## config.mk

```make
export PLATFORM = sky130hd
export DESIGN_NAME = sdcpi_top
export DESIGN_NICKNAME = d
export VERILOG_FILES = /design/src/design/sdcpi_pkg.sv /design/src/design/sdcpi_cmd_if.sv /design/src/design/sdcpi_decode.sv /design/src/design/sdcpi_top.sv
export SDC_FILE = /design/constraint.sdc
export NUM_CORES = 1
export LEC_CHECK = 0
export ABC_AREA = 1
export BUFFER_PORTS_ARGS = -buffer_cell sky130_fd_sc_hd__buf_2
export CAP_MARGIN = 10
export CORE_ASPECT_RATIO = 1.75
export CORE_MARGIN = 2
export CORE_UTILIZATION = 30
export CTS_CLUSTER_SIZE = 16
export DETAILED_ROUTE_END_ITERATION = 10
export SLEW_MARGIN = 20
export SYNTH_ARGS = -nofsm -noshare
export SYNTH_HDL_FRONTEND = slang
export SYNTH_SLANG_ARGS = --single-unit
```

## constraint.sdc

```tcl
create_clock -name clock -period 4.45 [get_ports clock]
set_input_delay 0.2225 -clock clock [delete_from_list [all_inputs] [get_ports clock]]
set_output_delay 0.2225 -clock clock [all_outputs]
set_load 0.01 [all_outputs]
```

## src/design/sdcpi_pkg.sv

```systemverilog
// shared constants and types for the dram command pin block
package sdcpi_pkg;
   localparam int ADDR_W       = 14;
   localparam int BANK_W       = 3;
   localparam int BANKS        = 8;
   localparam int DATA_W       = 8;
   // pin vector layout after the input synchroniser
   localparam int PIN_CK       = 0;
   localparam int PIN_CKN      = 1;
   localparam int PIN_CKE      = 2;
   localparam int PIN_CMD      = 3;   // 4 bits: cs, ras, cas, we (low active)
   localparam int PIN_BANK     = 7;
   localparam int PIN_ADDR     = 10;
   localparam int PIN_ODT      = 24;
   localparam int PIN_MASK     = 25;
   localparam int PIN_DQS      = 26;
   localparam int PIN_DATA     = 27;
   localparam int PIN_W        = 35;
   // address bits with extra meaning
   localparam int AP_BIT       = 10;
   localparam int BC_BIT       = 12;
   // mode register selection by bank select and field positions
   localparam logic [2:0] MR_ONE_SEL   = 3'h1;
   localparam logic [2:0] MR_TWO_SEL   = 3'h2;
   localparam int MR1_TERMINATION_STROBE_BIT = 11;
   localparam int MR1_RTT_A    = 2;
   localparam int MR1_RTT_B    = 6;
   localparam int MR1_RTT_C    = 9;
   localparam int MR2_RTTWR_LO = 9;
   localparam int MR2_RTTWR_HI = 10;
   localparam logic [13:0] MR_RESET    = 14'h0000;
   // write burst beat counts
   localparam logic [3:0] BEATS_FULL   = 4'h8;
   localparam logic [3:0] BEATS_CHOP   = 4'h4;
   // command codes {cs_n, ras_n, cas_n, we_n}
   typedef enum logic [3:0] {
      SDCPI_MRS  = 4'h0,
      SDCPI_REF  = 4'h1,
      SDCPI_PRE  = 4'h2,
      SDCPI_ACT  = 4'h3,
      SDCPI_WR   = 4'h4,
      SDCPI_RD   = 4'h5,
      SDCPI_ZQ   = 4'h6,
      SDCPI_NOP  = 4'h7,
      SDCPI_DES  = 4'h8
   } sdcpi_cmd_t;
   typedef enum logic [1:0] {
      PWR_ON, PWR_PRE_PD, PWR_ACT_PD, PWR_SELF_REF
   } sdcpi_pwr_t;
endpackage

```

## src/design/sdcpi_cmd_if.sv

```systemverilog
// carrier between the command decoder and the pin block
`timescale 1ns/1ps
`default_nettype none
interface sdcpi_cmd_if;
   import sdcpi_pkg::*;
   logic [3:0] strobes_n;
   sdcpi_cmd_t cmd;
   modport dec (input strobes_n, output cmd);
   modport use_side (output strobes_n, input cmd);
endinterface
`default_nettype wire

```

## src/design/sdcpi_decode.sv

```systemverilog
// command decoder for chip select and the three command strobes
`timescale 1ns/1ps
`default_nettype none
module sdcpi_decode (
   sdcpi_cmd_if.dec bus
);
   import sdcpi_pkg::*;

   function automatic sdcpi_cmd_t decode(input logic [3:0] s);
      if (s[3]) begin
         decode = SDCPI_DES;
      end else begin
         decode = sdcpi_cmd_t'(s);
      end
   endfunction

   assign bus.cmd = decode(bus.strobes_n);
endmodule
`default_nettype wire

```

## src/design/sdcpi_top.sv

```systemverilog
// dram command, clock gate and termination pin behaviour
// Notes on behaviour
// - capture inputs where true rises, complement falls
// - clock gate high enables buffers and drivers
// - gate low enters power-down or self-refresh
// - self-refresh exit seen without the link clock
// - self-refresh disables all but the gate and reset pin
// - chip select high masks the command
// - strobes with chip select decode the command
// - registered termination enable terminates data pins
// - termination ignored when disabled or self-refresh
// - masked write beats are discarded
// - mask sampled on both data strobe edges
// - mode one bit eleven picks mask or strobe
// - bank select steers activate, read, write, precharge
// - bank select picks mode register on set
// - address ten means auto or all precharge
// - address twelve low chops the burst
// - reset pin low clears everything, data lost
`timescale 1ns/1ps
`default_nettype none
module sdcpi_top (
   input  wire  logic                      clock,
   input  wire  logic                      rstn,
   input  wire  logic                      ce,
   input  wire  logic                      dram_reset_n,
   input  wire  logic                      clock_true,
   input  wire  logic                      clock_complement,
   input  wire  logic                      clock_gate,
   input  wire  logic                      chip_select_n,
   input  wire  logic                      row_strobe_n,
   input  wire  logic                      column_strobe_n,
   input  wire  logic                      write_strobe_n,
   input  wire  logic [sdcpi_pkg::BANK_W-1:0] bank_select,
   input  wire  logic [sdcpi_pkg::ADDR_W-1:0] address,
   input  wire  logic                      die_termination_enable,
   input  wire  logic                      write_mask,
   input  wire  logic                      data_strobe,
   input  wire  logic [sdcpi_pkg::DATA_W-1:0] data_in,
   output var   sdcpi_pkg::sdcpi_cmd_t     cmd_code,
   output logic                            cmd_valid,
   output logic [sdcpi_pkg::BANK_W-1:0]    cmd_bank,
   output logic [sdcpi_pkg::ADDR_W-1:0]    cmd_addr,
   output logic                            auto_precharge,
   output logic                            burst_chop,
   output var   sdcpi_pkg::sdcpi_pwr_t     power_state,
   output logic                            input_buffers_on,
   output logic                            output_drivers_on,
   output logic [sdcpi_pkg::BANKS-1:0]     bank_open,
   output logic [sdcpi_pkg::ADDR_W-1:0]    mode_reg_one,
   output logic [sdcpi_pkg::ADDR_W-1:0]    mode_reg_two,
   output logic                            termination_active,
   output logic                            termination_strobe,
   output logic                            beat_valid,
   output logic                            beat_masked,
   output logic [sdcpi_pkg::DATA_W-1:0]    beat_data
);
   import sdcpi_pkg::*;

   // reset: pin or system reset asserts at once, release is synchronous
   logic rst_meta;
   logic rst_ok;
   wire  rst_in_n = rstn & dram_reset_n;

   always_ff @(posedge clock or negedge rst_in_n) begin
      if (!rst_in_n) begin
         rst_meta <= 1'b0;
         rst_ok   <= 1'b0;
      end else begin
         rst_meta <= 1'b1;
         rst_ok   <= rst_meta;
      end
   end

   // every pin but the reset pin crosses two flops before use
   logic [PIN_W-1:0] pin_meta;
   logic [PIN_W-1:0] pin_s;
   logic             ck_prev;
   logic             dqs_prev;
   wire  [PIN_W-1:0] pin_raw = {data_in, data_strobe, write_mask,
                                die_termination_enable, address,
                                bank_select, chip_select_n, row_strobe_n,
                                column_strobe_n, write_strobe_n,
                                clock_gate, clock_complement, clock_true};

   always_ff @(posedge clock or negedge rst_ok) begin
      if (!rst_ok) begin
         pin_meta <= '0;
         pin_s    <= '0;
         ck_prev  <= 1'b0;
         dqs_prev <= 1'b0;
      end else if (ce) begin
         pin_meta <= pin_raw;
         pin_s    <= pin_meta;
         ck_prev  <= pin_s[PIN_CK];
         dqs_prev <= pin_s[PIN_DQS];
      end
   end

   wire              s_cke  = pin_s[PIN_CKE];
   wire [BANK_W-1:0] s_bank = pin_s[PIN_BANK +: BANK_W];
   wire [ADDR_W-1:0] s_addr = pin_s[PIN_ADDR +: ADDR_W];
   wire [DATA_W-1:0] s_data = pin_s[PIN_DATA +: DATA_W];
   // crossing: true clock rising while complement is low
   wire ck_edge = pin_s[PIN_CK] & ~ck_prev & ~pin_s[PIN_CKN];
   wire dqs_edge = pin_s[PIN_DQS] ^ dqs_prev;

   // command decode in its own module
   sdcpi_cmd_if cbus ();
   assign cbus.strobes_n = pin_s[PIN_CMD +: 4];
   sdcpi_decode u_decode (
      .bus (cbus.dec)
   );
   wire sdcpi_cmd_t cmd_now = cbus.cmd;

   // power state
   sdcpi_pwr_t state;
   sdcpi_pwr_t next_state;
   wire        any_open = |bank_open;
   wire        pwr_on   = (state == PWR_ON);

   always_comb begin
      next_state = state;
      case (state)
         PWR_ON: begin
            if (ck_edge && !s_cke) begin
               if (cmd_now == SDCPI_REF) begin
                  next_state = PWR_SELF_REF;
               end else if (any_open) begin
                  next_state = PWR_ACT_PD;
               end else begin
                  next_state = PWR_PRE_PD;
               end
            end
         end
         PWR_PRE_PD, PWR_ACT_PD: begin
            if (ck_edge && s_cke) begin
               next_state = PWR_ON;
            end
         end
         PWR_SELF_REF: begin
            // no link clock edge needed, the clock may be stopped
            if (s_cke) begin
               next_state = PWR_ON;
            end
         end
         default: next_state = PWR_ON;
      endcase
   end

   // commands are only taken in the powered state with the gate high
   wire take    = ck_edge & pwr_on & s_cke;
   wire cmd_act = take & (cmd_now != SDCPI_DES)
                       & (cmd_now != SDCPI_NOP);
   wire is_rw   = (cmd_now == SDCPI_RD) | (cmd_now == SDCPI_WR);
   wire ap_set  = s_addr[AP_BIT];
   wire bc_full = s_addr[BC_BIT];

   always_ff @(posedge clock or negedge rst_ok) begin
      if (!rst_ok) begin
         state          <= PWR_ON;
         cmd_valid      <= 1'b0;
         cmd_code       <= SDCPI_NOP;
         cmd_bank       <= '0;
         cmd_addr       <= '0;
         auto_precharge <= 1'b0;
         burst_chop     <= 1'b0;
      end else if (ce) begin
         state     <= next_state;
         cmd_valid <= cmd_act;
         if (cmd_act) begin
            cmd_code       <= cmd_now;
            cmd_bank       <= s_bank;
            cmd_addr       <= s_addr;
            auto_precharge <= is_rw & ap_set;
            burst_chop     <= is_rw & ~bc_full;
         end
      end
   end

   // buffers and drivers follow the power state
   always_ff @(posedge clock or negedge rst_ok) begin
      if (!rst_ok) begin
         power_state       <= PWR_ON;
         input_buffers_on  <= 1'b0;
         output_drivers_on <= 1'b0;
      end else if (ce) begin
         power_state       <= next_state;
         input_buffers_on  <= (next_state == PWR_ON);
         output_drivers_on <= (next_state == PWR_ON);
      end
   end

   // eight banks, each with its own row
   logic [ADDR_W-1:0] open_row [BANKS];
   logic [BANKS-1:0]  next_open;
   wire  [BANKS-1:0]  bank_bit = BANKS'(1) << s_bank;

   always_comb begin
      next_open = bank_open;
      if (cmd_act) begin
         case (cmd_now)
            SDCPI_ACT: next_open = bank_open | bank_bit;
            SDCPI_PRE: next_open = ap_set ? '0
                                          : bank_open & ~bank_bit;
            SDCPI_RD, SDCPI_WR: begin
               if (ap_set) begin
                  next_open = bank_open & ~bank_bit;
               end
            end
            default: next_open = bank_open;
         endcase
      end
   end

   always_ff @(posedge clock or negedge rst_ok) begin
      if (!rst_ok) begin
         bank_open <= '0;
         for (int i = 0; i < BANKS; i++) begin
            open_row[i] <= '0;
         end
      end else if (ce) begin
         bank_open <= next_open;
         if (cmd_act && cmd_now == SDCPI_ACT) begin
            open_row[s_bank] <= s_addr;
         end
      end
   end

   // mode registers: bank select names the register
   wire mrs_hit = cmd_act & (cmd_now == SDCPI_MRS);

   always_ff @(posedge clock or negedge rst_ok) begin
      if (!rst_ok) begin
         mode_reg_one <= MR_RESET;
         mode_reg_two <= MR_RESET;
      end else if (ce) begin
         if (mrs_hit && s_bank == MR_ONE_SEL) begin
            mode_reg_one <= s_addr;
         end
         if (mrs_hit && s_bank == MR_TWO_SEL) begin
            mode_reg_two <= s_addr;
         end
      end
   end

   // termination
   wire termination_strobe_on = mode_reg_one[MR1_TERMINATION_STROBE_BIT];
   wire rtt_on  = mode_reg_one[MR1_RTT_A] | mode_reg_one[MR1_RTT_B]
                | mode_reg_one[MR1_RTT_C] | mode_reg_two[MR2_RTTWR_LO]
                | mode_reg_two[MR2_RTTWR_HI];
   wire sr_now  = (state == PWR_SELF_REF);

   always_ff @(posedge clock or negedge rst_ok) begin
      if (!rst_ok) begin
         termination_active <= 1'b0;
         termination_strobe <= 1'b0;
      end else if (ce) begin
         if (sr_now || !rtt_on) begin
            termination_active <= 1'b0;
            termination_strobe <= 1'b0;
         end else if (ck_edge) begin
            termination_active <= pin_s[PIN_ODT];
            termination_strobe <= pin_s[PIN_ODT] & termination_strobe_on;
         end
      end
   end

   // write beats: one per data strobe edge after a write command
   logic [3:0] beats_left;
   wire        wr_go    = cmd_act & (cmd_now == SDCPI_WR);
   wire        beat_now = dqs_edge & (beats_left != 4'h0) & pwr_on;
   // the shared pin only masks while it is not the termination strobe
   wire        mask_now = pin_s[PIN_MASK] & ~termination_strobe_on;

   always_ff @(posedge clock or negedge rst_ok) begin
      if (!rst_ok) begin
         beats_left  <= 4'h0;
         beat_valid  <= 1'b0;
         beat_masked <= 1'b0;
         beat_data   <= '0;
      end else if (ce) begin
         beat_valid  <= beat_now & ~mask_now;
         beat_masked <= beat_now & mask_now;
         if (wr_go) begin
            beats_left <= bc_full ? BEATS_FULL : BEATS_CHOP;
         end else if (beat_now) begin
            beats_left <= beats_left - 4'h1;
         end
         if (beat_now && !mask_now) begin
            beat_data <= s_data;
         end
      end
   end
endmodule
`default_nettype wire

```

== Word level (Yosys, flattened, before mapping) ==
Index checks and enable logic that the tools add are counted.

* Reduce and logical (&&, ||, !) cells: 26
* $mul: 0
* Equal/unequal tests: 13
* Shift operators: 1
* Multiplexer cells: 17
* Bitwise gates (word level): 31
* Magnitude comparators: 0
* Add/subtract/negate cells: 1
* Div/mod/pow operators: 0

{| class="wikitable"
|+ Operator list
! kind !! number
|-
| one-hot mux 8 bit (3 select lines) || 1
|-
| AND 1 bit || 17
|-
| 2-to-1 mux 4 bit || 4
|-
| 2-to-1 mux 8 bit || 2
|-
| AND reduction 2 bit || 6
|-
| 2-to-1 mux 2 bit || 5
|-
| AND 8 bit || 1
|-
| == test 4 x 2 -> 1 bit, second input constant || 2
|-
| == test 4 x 3 -> 1 bit, second input constant || 2
|-
| inverter 8 bit || 1
|-
| bitwise OR 8 bit || 1
|-
| OR reduction 8 bit || 1
|-
| left shift 1 x 3 -> 8 bit, first input constant || 1
|-
| one-hot mux 2 bit (3 select lines) || 1
|-
| logical AND 1 bit || 5
|-
| inverter 1 bit || 5
|-
| bitwise OR 1 bit || 5
|-
| == test 2 bit, second input constant || 2
|-
| == test 4 x 1 -> 1 bit, second input constant || 1
|-
| zero test 2 bit || 2
|-
| zero test 4 bit || 1
|-
| 2-to-1 mux 1 bit || 4
|-
| inequality test 4 x 3 -> 1 bit, second input constant || 1
|-
| inequality test 4 bit, second input constant || 1
|-
| 13 further kinds || 17
|}

* Logic and storage cells: 112
* Input port bits: 39
* Bits in read-only memories: 0
* Bits in registers: 153
* Bits in latches: 0
* Memories: 0
* RAM bits: 0
* Output and inout bits: 76

== Logic depth before layout (Yosys ltp) ==
* Depth after elaboration: 10
* Mapped depth: 10
* Depth with buffers taken out: 10

== Hierarchy ==
From an unflattened synthesis, not the netlist that was laid out.

* Cell total of the unflattened synthesis: 735
* Area total of the unflattened synthesis: 6512.5 sq um

{| class="wikitable"
|+ Modules (own cells, without submodules)
! module !! times used !! sequential area each (sq um) !! area an instance (sq um) !! cells an instance
|-
| sdcpi_top || 1 || 3832.4 || 6482.5 || 728
|-
| sdcpi_decode || 1 || 0.0 || 30.0 || 7
|}

== Worst setup path after synthesis ==
OpenSTA, ideal clock, no wires.

* Path kind: register to register
* From: register power_state[0] (netlist name)
* To: register bank_open[5] in the netlist's numbering
* Library setup time: 0.117 ns
* Period minus slack after synthesis: 1.602 ns
* Cell stages (with the launch flop): 10
* Required time: 4.333 ns
* Setup slack: 2.848 ns
* Buffers on the path: 0
* Arrival time: 1.485 ns
* Path through: dfrtp_1 > inv_1 > ha_1 > nand3_2 > nor2_4 > nand2_4 > nor2_4 > inv_2 > nand2_1 > nand2_1

{| class="wikitable"
|+ RTL lines
! element !! RTL line !! text
|-
| to (signal assigned) || sdcpi_top.sv:223 || <nowiki>bank_open <= next_open;</nowiki>
|-
| to (decl) || sdcpi_top.sv:49 || <nowiki>output logic [sdcpi_pkg::BANKS-1:0] bank_open,</nowiki>
|}

==> run metrics <==
cts bufs inserted 17; initial antenna violation count 1; total die area 23000 µm²; critical path class register to register; die extent in x 115 µm; Std-Cell Rows 71; unrepaired setup endpoints after global routing no; setup TNS 0 ns; CTS Hold Bufs 16; synthesis warning total 0; utilization after layout 37.7%; clk_lat worst skew 0.42 ns; Hold Path Class input pin to register; Post-DP HPWL 11500 µm; highest-count cells in the layout ignoring fill and taps 303 x nand2_1, 149 x dfrtp_1, 113 x buf_2; sequential area share after synthesis 58.8%; power density over cell area 482 nW/µm²; Cell Count Post-Placement 1120; worst clock skew on the final layout 0.00923 ns; series of cell instances along the critical path inv_1, ha_1, nand3_2, nor2_4, nand2_4, nor2_4, inv_2, nand2_1, nand2_1; Peak VDD IR 0.000203 V; data arrival time of the worst path 2.46 ns; deepest clock path buffer count 2; clock tree from TritonCTS built; cell accounting for the most synthesized area dfrtp_1; gp weighted congestion 0.783; standard cell core area 21400 µm²; post-route non-filler standard cell count 1169; final setup violation count 0; worst slew margin relative to its limit 43.6%; number of hold violations in the final report 0; synthesized netlist cell count 745; count of unique library cells instantiated by Yosys 30; leakage power summed over all cells 0.00432 µW; outcome complete, no violations; top cell type's share of synthesized area 57.6%; global-route wire length before repair 26500 µm; share of cells above drive strength 1 19.4%; PostCTS Resize Cnt 0; largest stage delay on the critical path 0.41 ns; number of violations of the max-capacitance limit 0; actual transition at the worst max-transition pin 0.845 ns; clock tree sinks 153; crit path launch type register; average instance area after synthesis 8.74 µm²; I/O pin total 115; total length of routed wires 16200 µm; Final Max Slew Viols 0; H-Tree Depth 4; CP Data Required Time 4.76 ns; crit path max fanout 45; count of input and output buffers 114; remaining antenna violation count 0; DRC errors left 0; Iter 0 DRT Violations 206; first-pass detailed-route iteration total 7; Yosys reg bits 153; All-Layer GR Usage 14.8%; commonest non-fill, non-tap cell in the layout nand2_1; pin count of the biggest net entering global routing 127; biggest area contributors in the synthesized netlist dfrtp_1 58%, nand2_1 17%, o21ai_0 5.8%; Final nets 907; via count 5235; cell at the slowest stage of the critical path dfrtp_1; master cell of the clock root buffer clkbuf_16; Overflow after GRT 0; final total power 3890 µW; top achievable clock speed 465 MHz; syn nets 788; final worst-path cycle share 48.4%; post-synthesis instance area 6510 µm²; detail-routed via count per cell 4.48; signed area change from the synthesized netlist to the final layout 23.8%; capturing element type of the critical path register; post-CTS setup buffer count 0; Clk pin slew, worst setup/hold paths 0.06 ns; initial standard-cell utilization of the core 30.4%; die height 199 µm; min Tclk post-route 2.15 ns; number of global-route vias before repair 5267; routed length per placed instance 13.8 µm
## where the power goes
| group | internal, µW | leakage [µW] | switching, µW |
|---|---|---|---|
| logic | 267 | 0.00206 | 439 |
| registers | 1590 | 0.00198 | 134 |
| clock network | 894 | 0.000282 | 563 |
| total | 2750 | 0.00432 | 1140 |
## worst max-delay path, delay by kind of cell (launching register included)
kind	cells	cell delay, ns
buffers and inverters	2	0.28
AND/OR/NAND/NOR	6	1.14
adder cells (fa/ha/maj)	1	0.21
flip-flops	1	0.41
## registers in the layout (all words and copies together), names as in the netlist, 2 cells and up
register	cells
pin_s	35
power_state	2
pin_meta	35
mode_reg_two	14
beat_data	8
bank_open	8
cmd_code	4
mode_reg_one	14
cmd_bank	3
cmd_addr	14
beats_left	4
## final timing paths
check                                                start                  endpoint  slack, ns  cells after the start
worst min-delay path                            data_in[0]  pin_meta[27]$_DFFE_PN0P_       0.02                      3
min in group asynchronous                             rstn          rst_ok$_DFF_PN0_       0.22                      4
max in group asynchronous                 rst_ok$_DFF_PN0_    beat_valid$_DFFE_PN0P_       3.20                      1
worst max register to register  power_state[0]$_DFFE_PN0P_  bank_open[0]$_DFFE_PN0P_       2.30                      9
worst max-delay path            power_state[0]$_DFFE_PN0P_  bank_open[0]$_DFFE_PN0P_       2.30                      9
worst min register to register            rst_ok$_DFF_PN0_  cmd_addr[10]$_DFFE_PN0P_       0.25                      0
## Yosys cell counts, drive strengths merged
master / count
o21bai: 2
ha: 4
nand4: 39
nor2: 23
a21oi: 3
xor2: 2
nand3: 41
conb: 1
o21ai: 78
a31oi: 1
nor3: 6
dfstp: 3
clkinv: 2
dfrtp: 150
buf: 19
nand2: 306
inv: 50
clkbuf: 15
## cell type report
cell class	instances	area, µm²
Inverter	52	195
Clock buffer	20	447
Sequential cell	153	3840
Antenna cell	1	2.50
Timing Repair Buffer	134	783
Multi-Input combinational cell	506	2280
Clock inverter	11	149
Fill cell	2251	13300
Tap cell	292	365
## kinds of logic after synthesis
logic type	after synthesis	share of synthesized area (%)
DFF	153	58.8
AOI/OAI and AO/OA	84	6.55
other	1	0.0576
buffers and inverters	86	6.11
and+or+nand+nor	415	27.4
xor gates and xnor gates	2	0.269
adders and majority gates	4	0.768
## per-layer routing
metal | wire [µm] | track usage, % | vias up
met1 | 6440 | 16.4 | 2490
met3 | 719 | 3.90 | 18
li1 | - | - | 2637
met4 | 348 | 5.62 | 0
met5 | 0 | 0 | -
met2 | 8670 | 26.8 | 90
## through the flow
step | hold slack, ns | area (µm²) | worst slack [ns]
finish | 0.0161 | 8060 | 2.30
global placement | 0.0874 | 7290 | 1.96
floorplan | 0.000880 | 6520 | 1.92
CTS | 0.000633 | 8040 | 1.85
detailed placement | 0.0943 | 7290 | 1.86
global route | 0.00956 | 8060 | 2.04
Power figures use the tool's default switching activity.
